[src/pei_pkg.sv]
// shared constants and types for the bus-line pin edge interrupt block
// assumes one 250 MHz clock and a 32-bit Avalon-MM register bus
package pei_pkg;

  localparam int unsigned ADDR_W = 8;
  localparam int unsigned DATA_W = 32;
  localparam int unsigned REG_W  = 8;

  // register byte offsets, one aligned word each
  localparam logic [ADDR_W-1:0] OFS_PORT3_LATCH = 8'h00;
  localparam logic [ADDR_W-1:0] OFS_RISE_EN     = 8'h04;
  localparam logic [ADDR_W-1:0] OFS_FALL_EN     = 8'h08;
  localparam logic [ADDR_W-1:0] OFS_FLAGS_LOW   = 8'h0c;
  localparam logic [ADDR_W-1:0] OFS_FLAGS_HIGH  = 8'h10;
  localparam logic [ADDR_W-1:0] OFS_MASK_LOW    = 8'h14;
  localparam logic [ADDR_W-1:0] OFS_MASK_HIGH   = 8'h18;
  localparam logic [ADDR_W-1:0] OFS_EVT_STATUS  = 8'h1c;
  localparam logic [ADDR_W-1:0] OFS_EVT_MASK    = 8'h20;
  localparam logic [ADDR_W-1:0] OFS_PORT3_MODE  = 8'h24;

  // field positions
  localparam int unsigned CLK_LATCH_BIT  = 3;
  localparam int unsigned DATA_LATCH_BIT = 2;
  localparam int unsigned CLK_EDGE_BIT   = 5;
  localparam int unsigned DATA_EDGE_BIT  = 6;
  localparam int unsigned CLK_FLAG_BIT   = 7;  // in low flag and low mask registers
  localparam int unsigned DATA_FLAG_BIT  = 0;  // in high flag and high mask registers
  localparam int unsigned EVT_CLK_BIT    = 0;
  localparam int unsigned EVT_DATA_BIT   = 1;
  localparam int unsigned EVT_W          = 2;

  // fixed-zero bits of the high flag register and used port latch bits
  localparam logic [REG_W-1:0] FLAGS_HIGH_ZERO = 8'h18;
  localparam logic [REG_W-1:0] PORT3_USED      = 8'h0f;

  // reset values
  localparam logic [REG_W-1:0]  RST_LATCH = 8'h00;
  localparam logic [REG_W-1:0]  RST_EDGE  = 8'h00;
  localparam logic [REG_W-1:0]  RST_FLAGS = 8'h00;
  localparam logic [REG_W-1:0]  RST_MASK  = 8'hff;
  localparam logic [REG_W-1:0]  RST_MODE  = 8'hff;
  localparam logic [EVT_W-1:0]  RST_EVT   = 2'h0;
  localparam logic [EVT_W-1:0]  RST_EVMSK = 2'h3;
  localparam logic [DATA_W-1:0] RD_ZERO   = 32'h0000_0000;

  // the two bus lines travel together
  typedef struct packed {
    logic scl;
    logic sda;
  } pei_lines_type;

  localparam pei_lines_type LINES_IDLE = '{scl: 1'b1, sda: 1'b1};

endpackage

[src/pei_top.sv]
// pin edge interrupt logic for the clock and data lines of a software bus slave
// assumes an Avalon-MM master on ref_clk and open-drain bus pins outside
//
// Behaviour
// - port latch bits 3 to 0 store the written value, bits 7 to 4 stay 0; init clears bits 3 and 2
// - clock-edge mask at 1 blocks service of clock requests; 0 allows it
// - rising/falling enable pair: 00 none, 01 falling, 10 rising, 11 both
// - clock-line input is set to rising edges only
// - data-line input is set to both edges for start and stop detection
// - request flag reads 1 once a request was generated, else 0
// - after edge setup both request flags are cleared to 0
// - init ends by unmasking data-line requests; clock stays masked
// - port reads of bits 3 and 2 return the clock and data pin levels
//
// The Avalon-MM interface to the registers and the register addresses were decided locally.
`timescale 1ns/1ps
`default_nettype none

module pei_top
  import pei_pkg::*;
(
  input  wire logic                ref_clk,
  input  wire logic                rst_n,
  input  wire logic [ADDR_W-1:0]   avs_address,
  input  wire logic                avs_read,
  input  wire logic                avs_write,
  input  wire logic [DATA_W-1:0]   avs_writedata,
  input  wire logic [3:0]          avs_byteenable,
  output logic      [DATA_W-1:0]   avs_readdata,
  output logic                     avs_waitrequest,
  input  wire logic                scl_i,
  output logic                     scl_o,
  output logic                     scl_oe_n,
  input  wire logic                sda_i,
  output logic                     sda_o,
  output logic                     sda_oe_n,
  output logic                     clock_line_edge_interrupt,
  output logic                     data_line_edge_interrupt,
  output logic                     irq
);

  // true when an edge of the given direction is enabled by the bit pair
  function automatic logic edge_valid(input logic prev,
                                      input logic cur,
                                      input logic rise_en,
                                      input logic fall_en);
    edge_valid = (rise_en & ~prev & cur) | (fall_en & prev & ~cur);
  endfunction

  // accepted write to one register, low byte lane only carries data
  function automatic logic wr_hit(input logic              acc,
                                  input logic [ADDR_W-1:0] addr,
                                  input logic [ADDR_W-1:0] ofs);
    wr_hit = acc & (addr == ofs);
  endfunction

  logic                 ack_r;
  logic                 wr_acc;
  logic                 rd_acc;
  logic [REG_W-1:0]     wbyte;
  logic [REG_W-1:0]     port3_output_latch_r;
  logic [REG_W-1:0]     port3_mode_r;
  logic [REG_W-1:0]     ext_int_rising_enable_r;
  logic [REG_W-1:0]     ext_int_falling_enable_r;
  logic [REG_W-1:0]     int_request_flags_low_r;
  logic [REG_W-1:0]     int_request_flags_high_r;
  logic [REG_W-1:0]     int_mask_flags_low_r;
  logic [REG_W-1:0]     int_mask_flags_high_r;
  logic [EVT_W-1:0]     evt_status_r;
  logic [EVT_W-1:0]     evt_mask_r;
  logic [EVT_W-1:0]     evt_set;
  pei_lines_type        sync1_r;
  pei_lines_type        sync2_r;
  pei_lines_type        sync3_r;
  pei_lines_type        level_r;
  pei_lines_type        level_prev_r;
  logic                 clk_edge;
  logic                 data_edge;
  logic                 clock_edge_request_flag;
  logic                 data_edge_request_flag;
  logic                 clock_edge_int_mask;
  logic                 data_edge_int_mask;
  logic [DATA_W-1:0]    rd_mux;

  // one wait cycle per access: the answer edge is the second one after the request appears
  assign avs_waitrequest = (avs_read | avs_write) & ~ack_r;
  assign wr_acc          = avs_write & ack_r & avs_byteenable[0];
  assign rd_acc          = avs_read & ~ack_r;
  assign wbyte           = avs_writedata[REG_W-1:0];

  always_ff @(posedge ref_clk or negedge rst_n) begin
    if (!rst_n) begin
      ack_r <= 1'b0;
    end else begin
      ack_r <= (avs_read | avs_write) & ~ack_r;
    end
  end

  // pin inputs: three stages; a level counts once stages two and three agree
  always_ff @(posedge ref_clk or negedge rst_n) begin
    if (!rst_n) begin
      sync1_r <= LINES_IDLE;
      sync2_r <= LINES_IDLE;
      sync3_r <= LINES_IDLE;
    end else begin
      sync1_r <= '{scl: scl_i, sda: sda_i};
      sync2_r <= sync1_r;
      sync3_r <= sync2_r;
    end
  end

  // filtered levels; a one-cycle glitch never reaches the edge logic
  always_ff @(posedge ref_clk or negedge rst_n) begin
    if (!rst_n) begin
      level_r      <= LINES_IDLE;
      level_prev_r <= LINES_IDLE;
    end else begin
      if (sync2_r.scl == sync3_r.scl) begin
        level_r.scl <= sync3_r.scl;
      end
      if (sync2_r.sda == sync3_r.sda) begin
        level_r.sda <= sync3_r.sda;
      end
      level_prev_r <= level_r;
    end
  end

  // edge selection per input from the enable pairs
  assign clk_edge  = edge_valid(level_prev_r.scl, level_r.scl,
                                ext_int_rising_enable_r[CLK_EDGE_BIT],
                                ext_int_falling_enable_r[CLK_EDGE_BIT]);
  assign data_edge = edge_valid(level_prev_r.sda, level_r.sda,
                                ext_int_rising_enable_r[DATA_EDGE_BIT],
                                ext_int_falling_enable_r[DATA_EDGE_BIT]);

  // port output latch and pin mode; latch drives the pins while mode bit is 0
  always_ff @(posedge ref_clk or negedge rst_n) begin
    if (!rst_n) begin
      port3_output_latch_r <= RST_LATCH;
      port3_mode_r         <= RST_MODE;
    end else begin
      if (wr_hit(wr_acc, avs_address, OFS_PORT3_LATCH)) begin
        port3_output_latch_r <= wbyte & PORT3_USED;
      end
      if (wr_hit(wr_acc, avs_address, OFS_PORT3_MODE)) begin
        port3_mode_r <= wbyte;
      end
    end
  end

  // open drain use: software clears the latch once and toggles the mode bit
  assign scl_o    = port3_output_latch_r[CLK_LATCH_BIT];
  assign sda_o    = port3_output_latch_r[DATA_LATCH_BIT];
  assign scl_oe_n = port3_mode_r[CLK_LATCH_BIT];
  assign sda_oe_n = port3_mode_r[DATA_LATCH_BIT];

  // edge enable registers, configured by software for each input
  always_ff @(posedge ref_clk or negedge rst_n) begin
    if (!rst_n) begin
      ext_int_rising_enable_r  <= RST_EDGE;
      ext_int_falling_enable_r <= RST_EDGE;
    end else begin
      if (wr_hit(wr_acc, avs_address, OFS_RISE_EN)) begin
        ext_int_rising_enable_r <= wbyte;
      end
      if (wr_hit(wr_acc, avs_address, OFS_FALL_EN)) begin
        ext_int_falling_enable_r <= wbyte;
      end
    end
  end

  // request flags: written value is stored, high register bits 4 and 3 forced to 0, but a same-cycle edge wins over a clear
  always_ff @(posedge ref_clk or negedge rst_n) begin
    if (!rst_n) begin
      int_request_flags_low_r  <= RST_FLAGS;
      int_request_flags_high_r <= RST_FLAGS;
    end else begin
      if (wr_hit(wr_acc, avs_address, OFS_FLAGS_LOW)) begin
        int_request_flags_low_r <= wbyte;
      end
      if (clk_edge) begin
        int_request_flags_low_r[CLK_FLAG_BIT] <= 1'b1;
      end
      if (wr_hit(wr_acc, avs_address, OFS_FLAGS_HIGH)) begin
        int_request_flags_high_r <= wbyte & ~FLAGS_HIGH_ZERO;
      end
      if (data_edge) begin
        int_request_flags_high_r[DATA_FLAG_BIT] <= 1'b1;
      end
    end
  end

  // mask registers; reset leaves every source masked until software opens it
  always_ff @(posedge ref_clk or negedge rst_n) begin
    if (!rst_n) begin
      int_mask_flags_low_r  <= RST_MASK;
      int_mask_flags_high_r <= RST_MASK;
    end else begin
      if (wr_hit(wr_acc, avs_address, OFS_MASK_LOW)) begin
        int_mask_flags_low_r <= wbyte;
      end
      if (wr_hit(wr_acc, avs_address, OFS_MASK_HIGH)) begin
        int_mask_flags_high_r <= wbyte;
      end
    end
  end

  assign clock_edge_request_flag = int_request_flags_low_r[CLK_FLAG_BIT];
  assign data_edge_request_flag  = int_request_flags_high_r[DATA_FLAG_BIT];
  assign clock_edge_int_mask     = int_mask_flags_low_r[CLK_FLAG_BIT];
  assign data_edge_int_mask      = int_mask_flags_high_r[DATA_FLAG_BIT];

  // service requests: flag held independent of mask, mask only gates the request
  assign clock_line_edge_interrupt = clock_edge_request_flag & ~clock_edge_int_mask;
  assign data_line_edge_interrupt  = data_edge_request_flag & ~data_edge_int_mask;

  // sticky event status, write one to clear, edge in the same cycle wins
  assign evt_set[EVT_CLK_BIT]  = clk_edge;
  assign evt_set[EVT_DATA_BIT] = data_edge;

  always_ff @(posedge ref_clk or negedge rst_n) begin
    if (!rst_n) begin
      evt_status_r <= RST_EVT;
      evt_mask_r   <= RST_EVMSK;
    end else begin
      if (wr_hit(wr_acc, avs_address, OFS_EVT_STATUS)) begin
        evt_status_r <= (evt_status_r & ~wbyte[EVT_W-1:0]) | evt_set;
      end else begin
        evt_status_r <= evt_status_r | evt_set;
      end
      if (wr_hit(wr_acc, avs_address, OFS_EVT_MASK)) begin
        evt_mask_r <= wbyte[EVT_W-1:0];
      end
    end
  end

  // level interrupt: a mask bit of 1 blocks its status bit
  assign irq = |(evt_status_r & ~evt_mask_r);

  // read mux; unmapped offsets read zero
  always_comb begin
    rd_mux = RD_ZERO;
    unique case (avs_address)
      OFS_PORT3_LATCH: begin
        rd_mux[REG_W-1:0] = port3_output_latch_r & PORT3_USED;
        rd_mux[CLK_LATCH_BIT]  = level_r.scl;
        rd_mux[DATA_LATCH_BIT] = level_r.sda;
      end
      OFS_RISE_EN:    rd_mux[REG_W-1:0] = ext_int_rising_enable_r;
      OFS_FALL_EN:    rd_mux[REG_W-1:0] = ext_int_falling_enable_r;
      OFS_FLAGS_LOW:  rd_mux[REG_W-1:0] = int_request_flags_low_r;
      OFS_FLAGS_HIGH: rd_mux[REG_W-1:0] = int_request_flags_high_r;
      OFS_MASK_LOW:   rd_mux[REG_W-1:0] = int_mask_flags_low_r;
      OFS_MASK_HIGH:  rd_mux[REG_W-1:0] = int_mask_flags_high_r;
      OFS_EVT_STATUS: rd_mux[EVT_W-1:0] = evt_status_r;
      OFS_EVT_MASK:   rd_mux[EVT_W-1:0] = evt_mask_r;
      OFS_PORT3_MODE: rd_mux[REG_W-1:0] = port3_mode_r;
      default:        rd_mux = RD_ZERO;
    endcase
  end

  // read data captured in the wait cycle, so it stands at the answer edge
  always_ff @(posedge ref_clk or negedge rst_n) begin
    if (!rst_n) begin
      avs_readdata <= RD_ZERO;
    end else if (rd_acc) begin
      avs_readdata <= rd_mux;
    end
  end

  // the init order (latch clear, clock mask, edges, flag clear, data unmask)
  // is software's; hardware keeps every step independent so any order is safe

endmodule

`default_nettype wire

[config.mk]
export PLATFORM = sky130hd
export DESIGN_NAME = pei_top
export DESIGN_NICKNAME = d
export VERILOG_FILES = /design/src/pei_pkg.sv /design/src/pei_top.sv
export SDC_FILE = /design/constraint.sdc
export NUM_CORES = 1
export LEC_CHECK = 0
export BUFFER_PORTS_ARGS = -buffer_cell sky130_fd_sc_hd__buf_2
export CAP_MARGIN = 10
export CORE_ASPECT_RATIO = 1.1
export CORE_MARGIN = 8
export CORE_UTILIZATION = 40
export CTS_CLUSTER_DIAMETER = 150
export CTS_CLUSTER_SIZE = 25
export DETAILED_ROUTE_END_ITERATION = 6
export PLACE_DENSITY_LB_ADDON = 0.15
export SYNTH_ARGS = -nofsm -noshare
export SYNTH_HDL_FRONTEND = slang
export SYNTH_SLANG_ARGS = --single-unit
[constraint.sdc]
create_clock -name ref_clk -period 2.1 [get_ports ref_clk]
set_clock_uncertainty 0.2 [all_clocks]
set_input_delay 0.21 -clock ref_clk [delete_from_list [all_inputs] [get_ports ref_clk]]
set_output_delay 0.21 -clock ref_clk [all_outputs]
set_load 0.1 [all_outputs]
-- Yosys cells after proc, flatten, opt, wreduce, memory -nomap -nowiden
Index checks and enable logic that the tools add are counted.
- bits in registers: 81
- bits in latches: 0
- memory bits (writable): 0
- ROM bits: 0
- input bits: 50
- word-level logic and storage cells: 86
- memories kept: 0
- add/subtract/negate cells: 0
- multiply operators: 0
- div/mod/pow operators: 0
- $lt $le $gt $ge: 0
- equality and inequality tests: 11
- shift operators: 0
- mux-type cells: 7
- bitwise operators: 40
- reductions and logical operators: 4
- operator list (cell ; count):
    case mux 6 bit (8 select lines) ; 1
    equality test 8 x 5 -> 1 bit (second input constant) ; 4
    bitwise AND 1 bit ; 24
    case mux 2 bit (10 select lines) ; 1
    equality test 8 x 4 -> 1 bit (second input constant) ; 2
    equality test 8 x 6 -> 1 bit (second input constant) ; 2
    equality test 8 x 3 -> 1 bit (second input constant) ; 1
    zero test 8 bit ; 1
    two-way mux 8 bit ; 1
    inverter 1 bit ; 7
    bitwise AND 2 bit ; 2
    inverter 2 bit ; 2
    bitwise OR 2 bit ; 2
    nonzero test 2 bit ; 2
    two-way mux 1 bit ; 3
    bitwise OR 1 bit ; 3
    equality test 1 bit ; 2
    two-way mux 2 bit ; 1
    OR reduction 2 bit ; 1

-- Longest topological paths before layout
- depth after elaboration: 6
- gate-level depth with buffers: 7
- mapped depth without buffers: 5

-- Least setup slack after synthesis
OpenSTA, ideal clock, no wires.
- kind: reg-to-output
- start point: register evt_status_r[0]
- end point: output irq
- arrival: 1.863 ns
- required time: 1.690 ns
- setup slack: -0.173 ns
- cell stages (with the launch flop): 3
- buffers on the path: 0
- cells stage by stage: dfrtp_1 -> inv_1 -> o22ai_1
- word-level cells in the longest chain between the ends: 2
- ends and longest elaborated chain (what ; line ; text):
    start, declared ; pei_top.sv:69 ; logic [EVT_W-1:0] evt_status_r;
    start signal, assigned ; pei_top.sv:227 ; evt_status_r <= (evt_status_r & ~wbyte[EVT_W-1:0]) | evt_set;
    start signal, assigned ; pei_top.sv:229 ; evt_status_r <= evt_status_r | evt_set;
    bitwise AND 2 bit ; pei_top.sv:238 ; assign irq = |(evt_status_r & ~evt_mask_r);
    OR reduction 2 bit ; pei_top.sv:238 ;
    end, declared ; pei_top.sv:39 ; output logic irq
No other way between the ends.

-- Worst setup path in the final report
- start point: register ack_r
- end point: register int_request_flags_low_r[2]
- word-level cells in the longest chain between the ends: 3
- ends and longest elaborated chain (what ; line ; text):
    start, declared ; pei_top.sv:57 ; logic ack_r;
    start signal, assigned ; pei_top.sv:95 ; ack_r <= (avs_read | avs_write) & ~ack_r;
    bitwise AND 1 bit (2 in a row) ; pei_top.sv:87 ; assign wr_acc = avs_write & ack_r & avs_byteenable[0];
    bitwise AND 1 bit ; pei_top.sv:54 ; wr_hit = acc & (addr == ofs);
    end signal, assigned ; pei_top.sv:179 ; int_request_flags_low_r <= wbyte;
    end, declared ; pei_top.sv:65 ; logic [REG_W-1:0] int_request_flags_low_r;
No other way between the ends.
A chain may end at the register's enable or synchronous reset.

==> run summary <==
Post-synth cell types -> 44
WL/cell -> 18.3 um
Layout cells sized above 1 -> 0.470
Synthesized instance count -> 321
Clock buffer depth -> 2
Postcts setup bufs -> 0
Clk pin slew, worst setup/hold paths -> 0.07 ns
# diodes -> 0
Achievable frequency -> 490 MHz
Final ANT Viol Nets -> 0
Placed cell count -> 498
Standard-cell row count -> 38
Gr usage total -> 0.154
DP HPWL -> 7130 um
Crit Path Category -> reg2reg
Fin Setup TNS -> 0 ns
Simple-Gate Fraction of Synth Area -> 0.103
Ys flop type -> dfrtp_1
Crit path time final -> 2.04 ns
Synth top area share -> 0.287
GRT Residual Overflow -> 0
Mux share of post-synthesis cell area -> 0.232
Worst setup SP type -> register
Final Cycle Share -> 0.972
Compound-cell area share of the yosys netlist -> 0.0661
Data arrival, critical path -> 2.08 ns
Sink Count -> 81
H-tree depth -> 3
Pin count of the biggest net entering global routing -> 49
Initial Util -> 0.404
Hold_buf cts -> 10
Critical Path Sink Type -> register
Xor/xnor share of the synthesized area -> 0
Vias in the first global route -> 2852
Layout Cells excl Fill -> 524
I/O Buffers -> 38
Post_cts resized -> 0
Synth Area in Adders -> 0.00511
1st-iter DRT viols -> 92
Status -> finished clean
Die Y -> 120 um
Tightest slew margin relative to the limit -> 0.614
CTS Buf Count -> 9
Die X -> 110 um
Clock Latency Late Sink -> 0.36 ns
Mapped Area -> 3920 um2
Maximum vdd ir drop -> 458 uV
DR DRC count -> 0
Area of the core -> 9700 um2
DR pass1 iterations -> 4
Antenna violations before repair -> 0
Final Hold Viols -> 0
Die area -> 13200 um2
RSZ-0062 raised after global routing -> no
TritonCTS clock tree -> done
Largest family of logic cells by synthesized area -> multiplexers
Setup slack after layout -> 0.0587 ns
Top cells by area, synth -> dfrtp_1, dfstp_2, mux2_2
Final Wtd Congestion -> 0.869
Post-synth EDFFs -> 0
Pleak -> 2.23 nW
Most frequent cell after synthesis -> mux2_2
Ports -> 90
Max cap viols -> 0
Syn-to-layout area delta -> 20.2%
Pre-CTS setup slack -> 0.0621 ns
Post-synthesis sequential area ratio -> 0.529
Required @ worst endpoint -> 2.14 ns
Worst hold slack -> 0.0253 ns
Ys async rst share -> 1.00
CP max FO -> 5
YS warnings -> 0
Dominant cell type by area after synthesis -> dfrtp_1
Post-Route WL -> 9580 um
Max-slew violations -> 0
Final setup viols -> 0
First-pass GRT wire length -> 15500 um
Seq cells post-synth -> 81
Vias -> 2687
Synth Area per Inst -> 12.2 um2
Actual slew at the worst max-slew pin -> 0.573 ns
List of most frequent post-synthesis cells -> mux2_2, dfrtp_1, dfstp_2, buf_4, nand2_1
Fin nets -> 449
Root buffer cell -> clkbuf_8
Vias per inst -> 5.13
Hold Path Class -> in2reg
PD cells -> 752 nW/um2
-- path summary, 6_finish.rpt --
check / from / endpoint / slack (ns) / cells past startpoint
max: ack_r$_DFF_PN0_ / int_request_flags_low_r[2]$_DFFE_PN0P_ / 0.06 / 5
min: avs_writedata[0] / evt_status_r[0]$_DFF_PN0_ / 0.03 / 3
max reg2reg: ack_r$_DFF_PN0_ / int_request_flags_low_r[2]$_DFFE_PN0P_ / 0.06 / 5
min reg2reg: sync1_r[0]$_DFF_PN1_ / sync2_r[0]$_DFF_PN1_ / 0.15 / 0
max in group asynchronous: rst_n / int_mask_flags_low_r[4]$_DFFE_PN1P_ / 0.89 / 3
min in group asynchronous: rst_n / int_request_flags_high_r[2]$_DFFE_PN0P_ / 0.14 / 2
-- routing by layer --
| layer | wire, um | track usage | up-vias |
|---|---|---|---|
| li1 | - | - | 1267 |
| met1 | 4510 | 0.207 | 1341 |
| met2 | 4390 | 0.235 | 68 |
| met3 | 565 | 0.0375 | 11 |
| met4 | 121 | 0.0559 | 0 |
| met5 | 0 | 0 | - |
-- cell type report --
type                       count  area [um2]
fill                         911        4990
clock inverter                 3        65.1
multi-input combinational    222        1700
clock buffer                  13         149
sequential                    81        2070
timing repair buffer          81         566
inverter                       4        15.0
tap                          120         150
-- placed cells by master (no fill, tap or decap), drive strengths merged, types with 3 or more instances in the layout --
| cell | instances |
|---|---|
| mux2i | 15 |
| o22ai | 4 |
| and3 | 4 |
| inv | 4 |
| a21oi | 3 |
| clkbuf | 13 |
| nand3 | 9 |
| mux2 | 61 |
| dfstp | 36 |
| nor2b | 5 |
| a22oi | 3 |
| nor4b | 3 |
| conb | 24 |
| nor3 | 9 |
| nand2 | 23 |
| buf | 71 |
| dlygate4sd3 | 10 |
| nor4 | 3 |
| dfrtp | 45 |
| o21ai | 16 |
| nor2 | 13 |
-- metrics by stage --
| stage | util | area [um2] | power (mW) |
|---|---|---|---|
| 3_3_place_gp | 0.454 | 4400 | 2.31 |
| 6_report | 0.486 | 4710 | 3.54 |
| 3_5_place_dp | 0.454 | 4400 | 2.32 |
| 2_1_floorplan | - | 4020 | 2.19 |
| 4_1_cts | 0.486 | 4710 | 3.58 |
| 5_1_grt | 0.486 | 4710 | 3.69 |
-- flip-flops by register name (all words and copies together) (netlist names) --
signal,count
int_mask_flags_high_r,8
ext_int_falling_enable_r,8
sync2_r,2
int_mask_flags_low_r,8
int_request_flags_high_r,6
sync1_r,2
port3_output_latch_r,4
avs_readdata,8
sync3_r,2
int_request_flags_low_r,8
port3_mode_r,8
evt_mask_r,2
ext_int_rising_enable_r,8
level_prev_r,2
level_r,2
ack_r,1
evt_status_r,2
-- worst max-delay path: stages, from the launching register on --
cell,delay [ns]
dfrtp_1,0.39
and3_1,0.31
nand2_1,0.14
or3_1,0.39
buf_4,0.20
mux2_4,0.30
-- power breakdown --
part	internal (mW)	switching [mW]	total (mW)	leakage, nW
clock	0.702	0.538	1.24	0.108
combinational	0.139	0.503	0.641	1.13
sequential	1.63	0.0342	1.66	0.995
total	2.47	1.08	3.54	2.23
-- cells by family after synthesis --
| logic type | Yosys count |
|---|---|
| flip-flops | 81 |
| multiplexers | 78 |
| AND/OR/NAND/NOR | 78 |
| buffers and inverters | 41 |
| AO/OA/AOI/OAI | 40 |
| adder cells (fa/ha/maj) | 2 |
| other | 1 |
Note: power is estimated with default switching activity, not from simulation.
